===== src/hdl/pwaq_params.svh =====
// pwaq_params.svh: offsets, field positions, reset values of the action-qualifier block
`ifndef PWAQ_PARAMS_SVH
`define PWAQ_PARAMS_SVH

// ==========================================================
// register byte offsets
`define PWAQ_OFS_CTL_FIRST   12'h000
`define PWAQ_OFS_CTL_SECOND  12'h004
`define PWAQ_OFS_STATUS      12'h008
`define PWAQ_ADDR_W          12

// ==========================================================
// action control field positions (lsb of each two-bit field)
`define PWAQ_CTL_COMPARE_VALUE_SECOND_DN_LSB 10
`define PWAQ_CTL_COMPARE_VALUE_SECOND_UP_LSB 8
`define PWAQ_CTL_COMPARE_VALUE_FIRST_DN_LSB 6
`define PWAQ_CTL_COMPARE_VALUE_FIRST_UP_LSB 4
`define PWAQ_CTL_PERIOD_LSB  2
`define PWAQ_CTL_ZERO_LSB    0
`define PWAQ_CTL_USED_MSB    11
`define PWAQ_CTL_W           12

// ==========================================================
// status field positions
`define PWAQ_STS_OUT_FIRST   0
`define PWAQ_STS_OUT_SECOND  1
`define PWAQ_STS_DIR         2
`define PWAQ_STS_UPDOWN      3

// ==========================================================
// reset values
`define PWAQ_RST_CTL_FIRST   12'h000
`define PWAQ_RST_CTL_SECOND  12'h000

// ==========================================================
// bus responses
`define PWAQ_RESP_OKAY       2'h0
`define PWAQ_RESP_SLVERR     2'h2

`endif


===== src/hdl/pwaq_pkg.sv =====
// pwaq_pkg.sv: types shared by the action-qualifier files
package pwaq_pkg;

    // ==========================================================
    // action encoding of every two-bit field
    typedef enum logic [1:0] {
        PWAQ_ACT_NONE   = 2'h0,
        PWAQ_ACT_CLEAR  = 2'h1,
        PWAQ_ACT_SET    = 2'h2,
        PWAQ_ACT_TOGGLE = 2'h3
    } pwaq_act_t;

    // ==========================================================
    // one output's control fields, msb first as in the register
    typedef struct packed {
        pwaq_act_t compare_value_second_down_action;
        pwaq_act_t compare_value_second_up_action;
        pwaq_act_t compare_value_first_down_action;
        pwaq_act_t compare_value_first_up_action;
        pwaq_act_t period_match_action;
        pwaq_act_t zero_match_action;
    } pwaq_ctl_t;

    // ==========================================================
    // sampled time-base events, direction 1 = up
    typedef struct packed {
        logic eq_zero;
        logic eq_period;
        logic eq_compare_value_first;
        logic eq_compare_value_second;
        logic dir_up;
    } pwaq_evt_t;

endpackage


===== src/hdl/pwaq_ctl_reg.sv =====
// pwaq_ctl_reg.sv: one output's action control register
`timescale 1ns/1ps
`include "pwaq_params.svh"

module pwaq_ctl_reg
    import pwaq_pkg::*;
#(
    parameter logic [`PWAQ_CTL_W-1:0] RST_VAL = 12'h000
) (
    // clock and reset
    input  wire logic                    clk_sys,
    input  wire logic                    rst,
    input  wire logic                    ce,
    // write port
    input  wire logic                    wr_en,
    input  wire logic [15:0]             wr_data,
    input  wire logic [1:0]              wr_strb,
    // contents
    output pwaq_ctl_t                    ctl
);

    logic [`PWAQ_CTL_W-1:0] ctl_r;
    logic [`PWAQ_CTL_W-1:0] ctl_nxt;

    // upper nibble is reserved and never stored
    assign ctl_nxt = {wr_strb[1] ? wr_data[`PWAQ_CTL_USED_MSB:8] : ctl_r[`PWAQ_CTL_USED_MSB:8],
                      wr_strb[0] ? wr_data[7:0] : ctl_r[7:0]};

    always_ff @(posedge clk_sys or posedge rst) begin
        if (rst) begin
            ctl_r <= RST_VAL;
        end else if (ce && wr_en) begin
            ctl_r <= ctl_nxt;
        end
    end

    assign ctl = pwaq_ctl_t'(ctl_r);

endmodule


===== src/hdl/pwaq_action_unit.sv =====
// pwaq_action_unit.sv: event qualification and output flop for one pwm output
`timescale 1ns/1ps

module pwaq_action_unit
    import pwaq_pkg::*;
(
    // clock and reset
    input  wire logic      clk_sys,
    input  wire logic      rst,
    input  wire logic      ce,
    // control and events
    input  pwaq_ctl_t      ctl,
    input  pwaq_evt_t      evt,
    // output
    output logic           pwm_out
);

    logic      pwm_r;
    logic      pwm_nxt;
    pwaq_act_t act_compare_value_second;
    pwaq_act_t act_compare_value_first;
    pwaq_act_t act_per;
    pwaq_act_t act_zer;
    pwaq_act_t act_sel;

    // direction picks up or down field
    assign act_compare_value_second = !evt.eq_compare_value_second ? PWAQ_ACT_NONE :
                      evt.dir_up ? ctl.compare_value_second_up_action : ctl.compare_value_second_down_action;
    assign act_compare_value_first = !evt.eq_compare_value_first ? PWAQ_ACT_NONE :
                      evt.dir_up ? ctl.compare_value_first_up_action : ctl.compare_value_first_down_action;
    assign act_per  = evt.eq_period ? ctl.period_match_action : PWAQ_ACT_NONE;
    assign act_zer  = evt.eq_zero ? ctl.zero_match_action : PWAQ_ACT_NONE;

    // coincident events: first enabled one wins, so a disabled field never masks another
    assign act_sel = (act_compare_value_second != PWAQ_ACT_NONE) ? act_compare_value_second :
                     (act_compare_value_first != PWAQ_ACT_NONE) ? act_compare_value_first :
                     (act_per  != PWAQ_ACT_NONE) ? act_per  : act_zer;

    always_comb begin
        case (act_sel)
            PWAQ_ACT_CLEAR:  pwm_nxt = 1'b0;
            PWAQ_ACT_SET:    pwm_nxt = 1'b1;
            PWAQ_ACT_TOGGLE: pwm_nxt = ~pwm_r;
            default:         pwm_nxt = pwm_r;
        endcase
    end

    always_ff @(posedge clk_sys or posedge rst) begin
        if (rst) begin
            pwm_r <= 1'b0;
        end else if (ce) begin
            pwm_r <= pwm_nxt;
        end
    end

    assign pwm_out = pwm_r;

endmodule


===== src/hdl/pwaq_top.sv =====
// pwaq_top.sv: pwm action qualifier with its axi4-lite register slave
//
// Decided for this implementation: the AXI4-Lite interface to the registers and the placing of the registers.
`timescale 1ns/1ps
`include "pwaq_params.svh"

// What this block does
// - On a compare-B match while counting down, each output takes the action in bits 11-10.
// - On a compare-B match while counting up, each output takes the action in bits 9-8.
// - On a compare-A match while counting down, each output takes the action in bits 7-6.
// - On a compare-A match while counting up, each output takes the action in bits 5-4.
// - On a period match, each output takes the action in bits 3-2.
// - On a zero match, each output takes the action in bits 1-0.
// - An action field of 00 leaves its output as it is.
// - An action field of 01 drives its output low.
// - An action field of 10 drives its output high.
// - An action field of 11 inverts its output.
// - In up-down mode the direction counts as down at a period match.
// - In up-down mode the direction counts as up at a zero match.
// - The first output's register has the same period and zero fields, acting on it alone.
// - The first output's register has the same compare fields, acting on it alone.
module pwaq_top
    import pwaq_pkg::*;
(
    // clock, reset, enable
    input  wire logic        clk_sys,
    input  wire logic        rst,
    input  wire logic        ce,
    // time-base and compare events
    input  wire logic        tb_eq_zero,
    input  wire logic        tb_eq_period,
    input  wire logic        tb_eq_compare_value_first,
    input  wire logic        tb_eq_compare_value_second,
    input  wire logic        tb_dir_up,
    input  wire logic        tb_updown_mode,
    // pwm outputs to the dead-band stage
    output logic             pwm_out_first,
    output logic             pwm_out_second,
    // axi4-lite write address
    input  wire logic [31:0] s_axi_awaddr,
    input  wire logic [2:0]  s_axi_awprot,
    input  wire logic        s_axi_awvalid,
    output logic             s_axi_awready,
    // axi4-lite write data
    input  wire logic [31:0] s_axi_wdata,
    input  wire logic [3:0]  s_axi_wstrb,
    input  wire logic        s_axi_wvalid,
    output logic             s_axi_wready,
    // axi4-lite write response
    output logic [1:0]       s_axi_bresp,
    output logic             s_axi_bvalid,
    input  wire logic        s_axi_bready,
    // axi4-lite read address
    input  wire logic [31:0] s_axi_araddr,
    input  wire logic [2:0]  s_axi_arprot,
    input  wire logic        s_axi_arvalid,
    output logic             s_axi_arready,
    // axi4-lite read data
    output logic [31:0]      s_axi_rdata,
    output logic [1:0]       s_axi_rresp,
    output logic             s_axi_rvalid,
    input  wire logic        s_axi_rready
);

    // ==========================================================
    // write channel state
    logic                    aw_held_r;
    logic [`PWAQ_ADDR_W-1:0] aw_addr_r;
    logic                    w_held_r;
    logic [15:0]             w_data_r;
    logic [1:0]              w_strb_r;
    logic                    bvalid_r;
    logic [1:0]              bresp_r;
    logic [1:0]              bresp_nxt;

    wire aw_take  = s_axi_awvalid && s_axi_awready;
    wire w_take   = s_axi_wvalid && s_axi_wready;
    wire wr_do    = aw_held_r && w_held_r && !bvalid_r && ce;
    wire b_done   = s_axi_bvalid && s_axi_bready;

    // one write in flight: channels refuse while a response is pending
    assign s_axi_awready = ce && !aw_held_r && !bvalid_r;
    assign s_axi_wready  = ce && !w_held_r && !bvalid_r;

    // ==========================================================
    // write decode
    wire wr_sel_first  = (aw_addr_r == `PWAQ_OFS_CTL_FIRST);
    wire wr_sel_second = (aw_addr_r == `PWAQ_OFS_CTL_SECOND);
    wire wr_sel_status = (aw_addr_r == `PWAQ_OFS_STATUS);
    wire wr_mapped     = wr_sel_first || wr_sel_second || wr_sel_status;
    wire wr_en_first   = wr_do && wr_sel_first;
    wire wr_en_second  = wr_do && wr_sel_second;

    // status is read-only; a write there is accepted and ignored
    assign bresp_nxt = wr_mapped ? `PWAQ_RESP_OKAY : `PWAQ_RESP_SLVERR;

    always_ff @(posedge clk_sys or posedge rst) begin
        if (rst) begin
            aw_held_r <= 1'b0;
            aw_addr_r <= '0;
        end else if (ce && aw_take) begin
            aw_held_r <= 1'b1;
            aw_addr_r <= {s_axi_awaddr[`PWAQ_ADDR_W-1:2], 2'h0};
        end else if (wr_do) begin
            aw_held_r <= 1'b0;
        end
    end

    always_ff @(posedge clk_sys or posedge rst) begin
        if (rst) begin
            w_held_r <= 1'b0;
            w_data_r <= '0;
            w_strb_r <= '0;
        end else if (ce && w_take) begin
            w_held_r <= 1'b1;
            w_data_r <= s_axi_wdata[15:0];
            w_strb_r <= s_axi_wstrb[1:0];
        end else if (wr_do) begin
            w_held_r <= 1'b0;
        end
    end

    always_ff @(posedge clk_sys or posedge rst) begin
        if (rst) begin
            bvalid_r <= 1'b0;
            bresp_r  <= `PWAQ_RESP_OKAY;
        end else if (wr_do) begin
            bvalid_r <= 1'b1;
            bresp_r  <= bresp_nxt;
        end else if (ce && b_done) begin
            bvalid_r <= 1'b0;
        end
    end

    assign s_axi_bvalid = bvalid_r;
    assign s_axi_bresp  = bresp_r;

    // ==========================================================
    // action control registers
    pwaq_ctl_t ctl_first;
    pwaq_ctl_t ctl_second;

    pwaq_ctl_reg #(
        .RST_VAL (`PWAQ_RST_CTL_FIRST)
    ) u_ctl_first (
        .clk_sys (clk_sys),
        .rst     (rst),
        .ce      (ce),
        .wr_en   (wr_en_first),
        .wr_data (w_data_r),
        .wr_strb (w_strb_r),
        .ctl     (ctl_first)
    );

    pwaq_ctl_reg #(
        .RST_VAL (`PWAQ_RST_CTL_SECOND)
    ) u_ctl_second (
        .clk_sys (clk_sys),
        .rst     (rst),
        .ce      (ce),
        .wr_en   (wr_en_second),
        .wr_data (w_data_r),
        .wr_strb (w_strb_r),
        .ctl     (ctl_second)
    );

    // ==========================================================
    // event qualification
    pwaq_evt_t evt;
    logic      dir_eff;
    logic      dir_last_r;

    // up-down mode overrides the raw direction at the turning points
    assign dir_eff = (tb_updown_mode && tb_eq_period) ? 1'b0 :
                     (tb_updown_mode && tb_eq_zero)   ? 1'b1 :
                     tb_dir_up;

    // same-clock inputs, used straight on the edge that updates the outputs
    assign evt = '{eq_zero:   tb_eq_zero,
                   eq_period: tb_eq_period,
                   eq_compare_value_first:   tb_eq_compare_value_first,
                   eq_compare_value_second:   tb_eq_compare_value_second,
                   dir_up:    dir_eff};

    always_ff @(posedge clk_sys or posedge rst) begin
        if (rst) begin
            dir_last_r <= 1'b1;
        end else if (ce) begin
            dir_last_r <= dir_eff;
        end
    end

    // ==========================================================
    // output action units
    pwaq_action_unit u_act_first (
        .clk_sys (clk_sys),
        .rst     (rst),
        .ce      (ce),
        .ctl     (ctl_first),
        .evt     (evt),
        .pwm_out (pwm_out_first)
    );

    pwaq_action_unit u_act_second (
        .clk_sys (clk_sys),
        .rst     (rst),
        .ce      (ce),
        .ctl     (ctl_second),
        .evt     (evt),
        .pwm_out (pwm_out_second)
    );

    // ==========================================================
    // read channel
    logic        rvalid_r;
    logic [31:0] rdata_r;
    logic [1:0]  rresp_r;
    logic [31:0] status_word;

    wire [`PWAQ_ADDR_W-1:0] rd_addr = {s_axi_araddr[`PWAQ_ADDR_W-1:2], 2'h0};
    wire ar_take       = s_axi_arvalid && s_axi_arready;
    wire r_done        = s_axi_rvalid && s_axi_rready;
    wire rd_sel_first  = (rd_addr == `PWAQ_OFS_CTL_FIRST);
    wire rd_sel_second = (rd_addr == `PWAQ_OFS_CTL_SECOND);
    wire rd_sel_status = (rd_addr == `PWAQ_OFS_STATUS);
    wire rd_mapped     = rd_sel_first || rd_sel_second || rd_sel_status;

    assign s_axi_arready = ce && !rvalid_r;

    always_comb begin
        status_word                       = 32'h0000_0000;
        status_word[`PWAQ_STS_OUT_FIRST]  = pwm_out_first;
        status_word[`PWAQ_STS_OUT_SECOND] = pwm_out_second;
        status_word[`PWAQ_STS_DIR]        = dir_last_r;
        status_word[`PWAQ_STS_UPDOWN]     = tb_updown_mode;
    end

    // reserved bits and unmapped words read as zero
    wire [31:0] rd_word = rd_sel_first  ? {20'h00000, ctl_first}  :
                          rd_sel_second ? {20'h00000, ctl_second} :
                          rd_sel_status ? status_word : 32'h0000_0000;

    always_ff @(posedge clk_sys or posedge rst) begin
        if (rst) begin
            rvalid_r <= 1'b0;
            rdata_r  <= 32'h0000_0000;
            rresp_r  <= `PWAQ_RESP_OKAY;
        end else if (ce && ar_take) begin
            rvalid_r <= 1'b1;
            rdata_r  <= rd_word;
            rresp_r  <= rd_mapped ? `PWAQ_RESP_OKAY : `PWAQ_RESP_SLVERR;
        end else if (ce && r_done) begin
            rvalid_r <= 1'b0;
        end
    end

    assign s_axi_rvalid = rvalid_r;
    assign s_axi_rdata  = rdata_r;
    assign s_axi_rresp  = rresp_r;

    // prot bits carry no meaning here
    wire unused_prot = ^{s_axi_awprot, s_axi_arprot, s_axi_awaddr[31:`PWAQ_ADDR_W],
                         s_axi_araddr[31:`PWAQ_ADDR_W], s_axi_awaddr[1:0], s_axi_araddr[1:0],
                         s_axi_wdata[31:16], s_axi_wstrb[3:2], wr_sel_status};

endmodule


===== config.mk =====
export PLATFORM = sky130hd
export DESIGN_NAME = pwaq_top
export DESIGN_NICKNAME = d
export VERILOG_FILES = /design/src/hdl/pwaq_pkg.sv /design/src/hdl/pwaq_ctl_reg.sv /design/src/hdl/pwaq_action_unit.sv /design/src/hdl/pwaq_top.sv
export VERILOG_INCLUDE_DIRS = /design/src /design/src/hdl
export SDC_FILE = /design/constraint.sdc
export NUM_CORES = 1
export LEC_CHECK = 0
export BUFFER_PORTS_ARGS = -buffer_cell sky130_fd_sc_hd__buf_2
export CAP_MARGIN = 20
export CORE_ASPECT_RATIO = 0.6
export CORE_UTILIZATION = 49
export DETAILED_ROUTE_END_ITERATION = 16
export GPL_ROUTABILITY_DRIVEN = 0
export PLACE_DENSITY = 0.93
export SLEW_MARGIN = 10
export SYNTH_ARGS = -nofsm -noshare
export SYNTH_HDL_FRONTEND = slang
export SYNTH_SLANG_ARGS = --single-unit

===== constraint.sdc =====
create_clock -name clk_sys -period 3.4 [get_ports clk_sys]
set_clock_uncertainty 0.1 [all_clocks]
set_input_delay 0.68 -clock clk_sys [delete_from_list [all_inputs] [get_ports clk_sys]]
set_output_delay 0.68 -clock clk_sys [all_outputs]
set_load 0.02 [all_outputs]

==> results of run 1 <==
## per-layer routing
metal / track usage (%) / vias up
li1: - / 1098
met1: 29.8 / 1151
met2: 34.9 / 108
met3: 8.13 / 10
met4: 5.48 / 0
met5: 0 / -
## layout make-up
cell class	count	area (um2)
inverters	1	3.75
clock inverters	5	35.0
fillers	500	2520
flip-flops and latches	69	1730
clock buffers	11	141
well taps	84	105
repair buffers	70	355
multi-input cells	198	1390
## kinds of logic (layout without fill, tap and decap cells)
logic type	Yosys count	count (layout)	share of synthesized area, %
muxes	63	63	21.2
buffers and inverters	34	87	6.90
DFF	69	69	52.9
and+or+nand+nor	71	71	10.8
other	1	22	0.115
AOI/OAI and AO/OA	42	42	8.12
## metrics by stage
stage,power [mW],setup WS [ns]
after floorplan,1.49,0.882
after global placement,1.58,0.952
after detailed placement,1.62,0.874
after CTS,2.22,1.24
after global routing,2.34,1.10
final,2.20,1.23
## power groups by stage
stage	registers (mW)	logic, mW	clock network, mW
after floorplan	1.15	0.335	0
after CTS	1.17	0.446	0.607
after detailed placement	1.18	0.444	0
after global routing	1.20	0.491	0.648
after global placement	1.16	0.419	0
final	1.17	0.443	0.589
## state kept, by name, indices dropped and copies added, names as in the netlist, 2 cells and up
register	count
w_data_r	12
w_strb_r	2
u_ctl_second.ctl	12
aw_addr_r	10
s_axi_rdata	12
u_ctl_first.ctl	12
## cells in the mapped netlist
| library cell | number |
|---|---|
| a22o_1 | 4 |
| a21oi_1 | 8 |
| and2_2 | 1 |
| inv_1 | 1 |
| or3_1 | 1 |
| dfrtp_1 | 68 |
| nand2b_1 | 1 |
| nand3_2 | 1 |
| conb_1 | 1 |
| buf_2 | 3 |
| a21boi_1 | 1 |
| a311oi_1 | 2 |
| buf_4 | 23 |
| nand3b_2 | 1 |
| clkbuf_1 | 5 |
| nand2_2 | 1 |
| nor4_1 | 4 |
| o21ai_0 | 18 |
| a22oi_1 | 4 |
| buf_6 | 1 |
| mux2_2 | 49 |
| nand3b_1 | 2 |
| nor2_1 | 5 |
| and3_1 | 1 |
| dfstp_2 | 1 |
| and3_4 | 1 |
| nand3_1 | 8 |
| nor3_2 | 1 |
| nor3_1 | 2 |
| nand2_1 | 36 |
| nor2b_1 | 2 |
| and2_1 | 2 |
| a32oi_1 | 2 |
| mux2i_1 | 14 |
| a221o_1 | 2 |
| buf_1 | 1 |
| a21o_1 | 1 |
| and2b_1 | 1 |
## final timing paths
kind | from | endpoint | cells past startpoint | slack, ns
setup / recovery | ce | u_ctl_second.ctl[1] | 6 | 1.23
hold / removal | rst | aw_addr_r[10] | 2 | 0.32
setup reg to reg | s_axi_bvalid | u_ctl_second.ctl[1] | 5 | 1.35
hold reg to reg | s_axi_rdata[11] | s_axi_rdata[11] | 2 | 0.38
max in group asynchronous | rst | u_ctl_second.ctl[8] | 3 | 2.17
min in group clk_sys | s_axi_rdata[11] | s_axi_rdata[11] | 2 | 0.38
## worst max-delay path: cells and delay by family
| kind | cells | cell delay, ns |
|---|---|---|
| simple gates | 4 | 1.04 |
| mux | 1 | 0.35 |
| buf+inv | 1 | 0.21 |
## layout by cell type (no fill, tap or decap), drive strengths merged, types with 8 or more instances in the layout
master,synthesis,routed
mux2,49,49
o21ai,18,18
buf,28,70
dfrtp,68,68
nand3,9,9
nand2,37,37
conb,1,22
mux2i,14,14
clkbuf,5,11
a21oi,8,8
==> results.txt, run 1 <==
Rel. slew slack: 54.0%
vias post-DR: 2367
Remaining DRCs: 0
pin count of the biggest net entering global routing: 33
outcome: finished, final reports clean
Total GRT Usage: 22.4%
initial antenna violation count: 0
num rows: 22
NetSw: 0.676 mW
Setup Buffers After CTS: 0
cts-stage hold buffer count: 0
worst IR drop on VDD: 0.364 mV
FMAX: 0.462 GHz
Synth top area share: 52.1%
Static Leak: 1.87 nW
crit path cell chain: buf_2 -> and2b_1 -> nand3_1 -> nor3_2 -> nand3_2 -> mux2_2
Slew @ Worst Pin: 0.690 ns
WP data required: 3.53 ns
clock latency on the worst-skew pair: 0.35 ns
First-pass DRT Iterations: 5
Top Metal Used: met4
die height: 65.2 um
Comb power frac: 20.2%
Non-Filler Instances: 438
power share of the clock group: 26.8%
Starting Density: 52.0%
Yosys cell types: 38
unrepaired setup endpoints after global routing: false
Core Area: 6280 um2
IO buf count: 68
WL final: 6.94 mm
switching portion of total power: 30.7%
Final Core Density: 59.9%
wire per inst: 15.9 um
yosys warns: 0
CTS Root Cell: clkbuf_8
DP Cell Count: 422
HPWL Detailed: 5.30 mm
post-synthesis sequential area ratio: 52.9%
drt initial violations: 103
Crit path largest cell delay: 0.35 ns
P_int: 1.52 mW
Power Dens Cells: 585 nW/um2
placed cell area: 3580 um2
design area: 3760 um2
Final Hold Fails: 0
vias in the first global route: 2378
HP Class: primary input to async pin
Syn-to-layout area delta: 15.1%
setup TNS: 0 ns
Worst EP arrival: 2.30 ns
critical path class: primary input to flop
global-route wire length before repair: 11.6 mm
die area: 7010 um2
Avg Inst Size Synth: 11.7 um2
num ports: 163
Die Wd: 107 um
Synth Register Bits: 69
H-tree levels: 3
clk slew on worst S/H paths: 0.07 ns
wl on met1: 3.18 mm
area of the mapped netlist: 3270 um2
CTS tree: done
ratio of cells with drive above 1 in the final layout: 40.1%
CP endpoint kind: flop
Final setup viols: 0
Max Cap Viol: 0
routed vias/inst: 5.40
Slowest-stage cell, CP: mux2_2
CTS Buf Count: 9
total gr overflow: 0
worst hold slack: 0.319 ns
minimum clock period: 2.17 ns
Resize count post-CTS: 0
CTS max path bufs: 2
count of pins over their slew limit: 0
clk sinks: 69
sequential power share: 53.0%
critical path startpoint category: primary input
number of diodes: 0
CP Max Fanout: 13
leading area contributor after synthesis: dfrtp_1
met2 routed WL: 3.17 mm
post-route ant nets: 0
crit share post-route: 63.7%
Post-Syn Instances: 280
ranking of synthesized cells by area: dfrtp_1 (52%), mux2_2 (17%), buf_4 (5.3%)
WL met3: 536 um
nets: 469
Note: power is estimated with default switching activity, not from simulation.
==> run 2: changes to the inputs <==
- CORE_UTILIZATION: 49 -> 46
- PLACE_DENSITY: 0.93 -> 0.88
- clock period: 3.4 -> 2.11 ns (I/O delays scaled with it)
==> run 2 against run 1 <==
Against the previous run: first-iteration DRC count grew 20%; non-clock buffer count grew 5; sequential power grew 62%; combinational power grew 68%; critical endpoint is now u_ctl_second.ctl[4]; highest routed layer unchanged; sequential cell count is the same.
==> results.txt, run 2 (same netlist as run 1, synthesis figures left out) <==
DP Cell Count: 429 (+1.7%)
clk sinks: 69 (unchanged)
Non-Filler Instances: 446 (+1.8%)
Die Wd: 111 um (+3.2%)
First-pass DRT Iterations: 4 (-1)
routed vias/inst: 5.21 (-3.5%)
die height: 67.3 um (+3.1%)
Starting Density: 48.3% (-3.7 points)
Slew @ Worst Pin: 0.560 ns (-0.130 ns)
initial antenna violation count: 0 (unchanged)
critical path class: flop to flop
Final Hold Fails: 0 (unchanged)
HPWL Detailed: 5.29 mm (about the same)
num ports: 163 (unchanged)
Static Leak: 1.96 nW (+5.2%)
switching portion of total power: 27.8% (-3.0 points)
commonest non-fill, non-tap cells in the layout: dfrtp_1 (68), buf_2 (68), mux2_2 (49)
die area: 7450 um2 (+6.4%)
Power Dens Cells: 1070 nW/um2 (+82%)
cts-stage hold buffer count: 0 (unchanged)
clock latency on the worst-skew pair: 0.33 ns (-0.02 ns)
CTS tree: done
Worst EP arrival: 2.09 ns (-0.21 ns)
WL final: 6.93 mm (-0.23%)
Comb power frac: 17.6% (-2.6 points)
power share of the clock group: 38.0% (+11 points)
Syn-to-layout area delta: 22.0%
pin count of the biggest net entering global routing: 47 (+42%)
CTS max path bufs: 2 (unchanged)
P_int: 3.07 mW (+100%)
FILL cells: 558 (+12%)
Final setup viols: 0 (unchanged)
sequential power share: 44.4% (-8.6 points)
total gr overflow: 0 (unchanged)
vias in the first global route: 2321 (-2.4%)
worst IR drop on VDD: 0.626 mV (+72%)
count of pins over their slew limit: 0 (unchanged)
CTS Root Cell: clkbuf_16
number of diodes: 0 (unchanged)
HP Class: primary input to async pin
Total GRT Usage: 21.1% (-1.3 points)
CP endpoint kind: flop
crit share post-route: 93.5%
CTS Buf Count: 9 (unchanged)
H-tree levels: 3 (unchanged)
critical path startpoint category: flop
unrepaired setup endpoints after global routing: true
outcome: finished, final reports clean
Remaining DRCs: 0 (unchanged)
ratio of cells with drive above 1 in the final layout: 40.9% (+0.83 points)
num rows: 23 (+4.5%)
global-route wire length before repair: 11.7 mm (+1.3%)
minimum clock period: 1.97 ns
Max Cap Viol: 0 (unchanged)
post-route ant nets: 0 (unchanged)
CP Max Fanout: 8 (-5)
Core Area: 6760 um2 (+7.8%)
clk slew on worst S/H paths: 0.06 ns (about the same)
drt initial violations: 124 (+20%)
FMAX: 0.507 GHz
vias post-DR: 2325 (-1.8%)
IO buf count: 68 (unchanged)
setup TNS: 0 ns (unchanged)
Rel. slew slack: 62.6% (+8.6 points)
NetSw: 1.18 mW (+74%)
WP data required: 2.22 ns (-1.31 ns)
nets: 474 (+1.1%)
wire per inst: 15.5 um (-2.0%)
[run 2: area by class of cell]
type	count	area, um2	area share, %
Tap cell	87	109	2.73
Sequential cell	69	1730	43.4
Multi-Input combinational cell	198	1400	35.1
Clock inverter	6	93.8	2.36
Timing Repair Buffer	75	418	10.5
Inverter	1	7.51	0.189
Clock buffer	10	229	5.75
[run 2: repair_timing]
action                     CTS  global route
buffers inserted             0             1
resized for setup            0             1
setup endpoints to repair    0            24
[run 2: critical path, stage by stage, from the launching register on]
cell and delay, ns:
dfrtp_1 0.37, nor4_1 0.31, nand2_1 0.17, nor3_4 0.28, nand3_2 0.26, mux2_2 0.36
[run 2: final timing paths]
check                                start                  end  slack [ns]  cells past startpoint
hold reg to reg            s_axi_rdata[11]      s_axi_rdata[11]        0.37                      2
max in group asynchronous              rst   u_ctl_first.ctl[3]        1.29                      3
setup / recovery              aw_addr_r[4]  u_ctl_second.ctl[4]        0.14                      5
hold / removal                         rst         s_axi_rvalid        0.04                      2
min in group clk_sys       s_axi_awaddr[4]         aw_addr_r[4]        0.22                      2
setup reg to reg              aw_addr_r[4]  u_ctl_second.ctl[4]        0.14                      5
[run 2: through the flow]
stage	total power, mW	util [%]	instance area, um2	worst slack, ns	hold WS [ns]
after detailed placement	2.65	53.9	3650	0.0561	0.365
after floorplan	2.39	-	3350	0.00232	0.381
final	4.24	58.9	3980	0.136	0.0412
after CTS	4.27	58.7	3970	0.0685	0.0454
after global placement	2.58	53.9	3650	0.118	0.359
after global routing	4.45	58.9	3980	0.00343	0.0695
[run 2: layer usage]
layer / track usage (%) / up-vias / routed length, um
met5: 0 / - / 0
met4: 6.33 / 0 / 40
met3: 7.81 / 5 / 439
met2: 33.4 / 82 / 3070
met1: 27.4 / 1128 / 3380
li1: - / 1110 / -
[run 2: power groups by stage]
stage / sequential [mW] / clock [mW] / combinational [mW]
2_1_floorplan: 1.85 / 0 / 0.540
3_3_place_gp: 1.87 / 0 / 0.708
3_5_place_dp: 1.90 / 0 / 0.747
4_1_cts: 1.88 / 1.64 / 0.751
5_1_grt: 1.92 / 1.70 / 0.822
6_report: 1.89 / 1.61 / 0.745
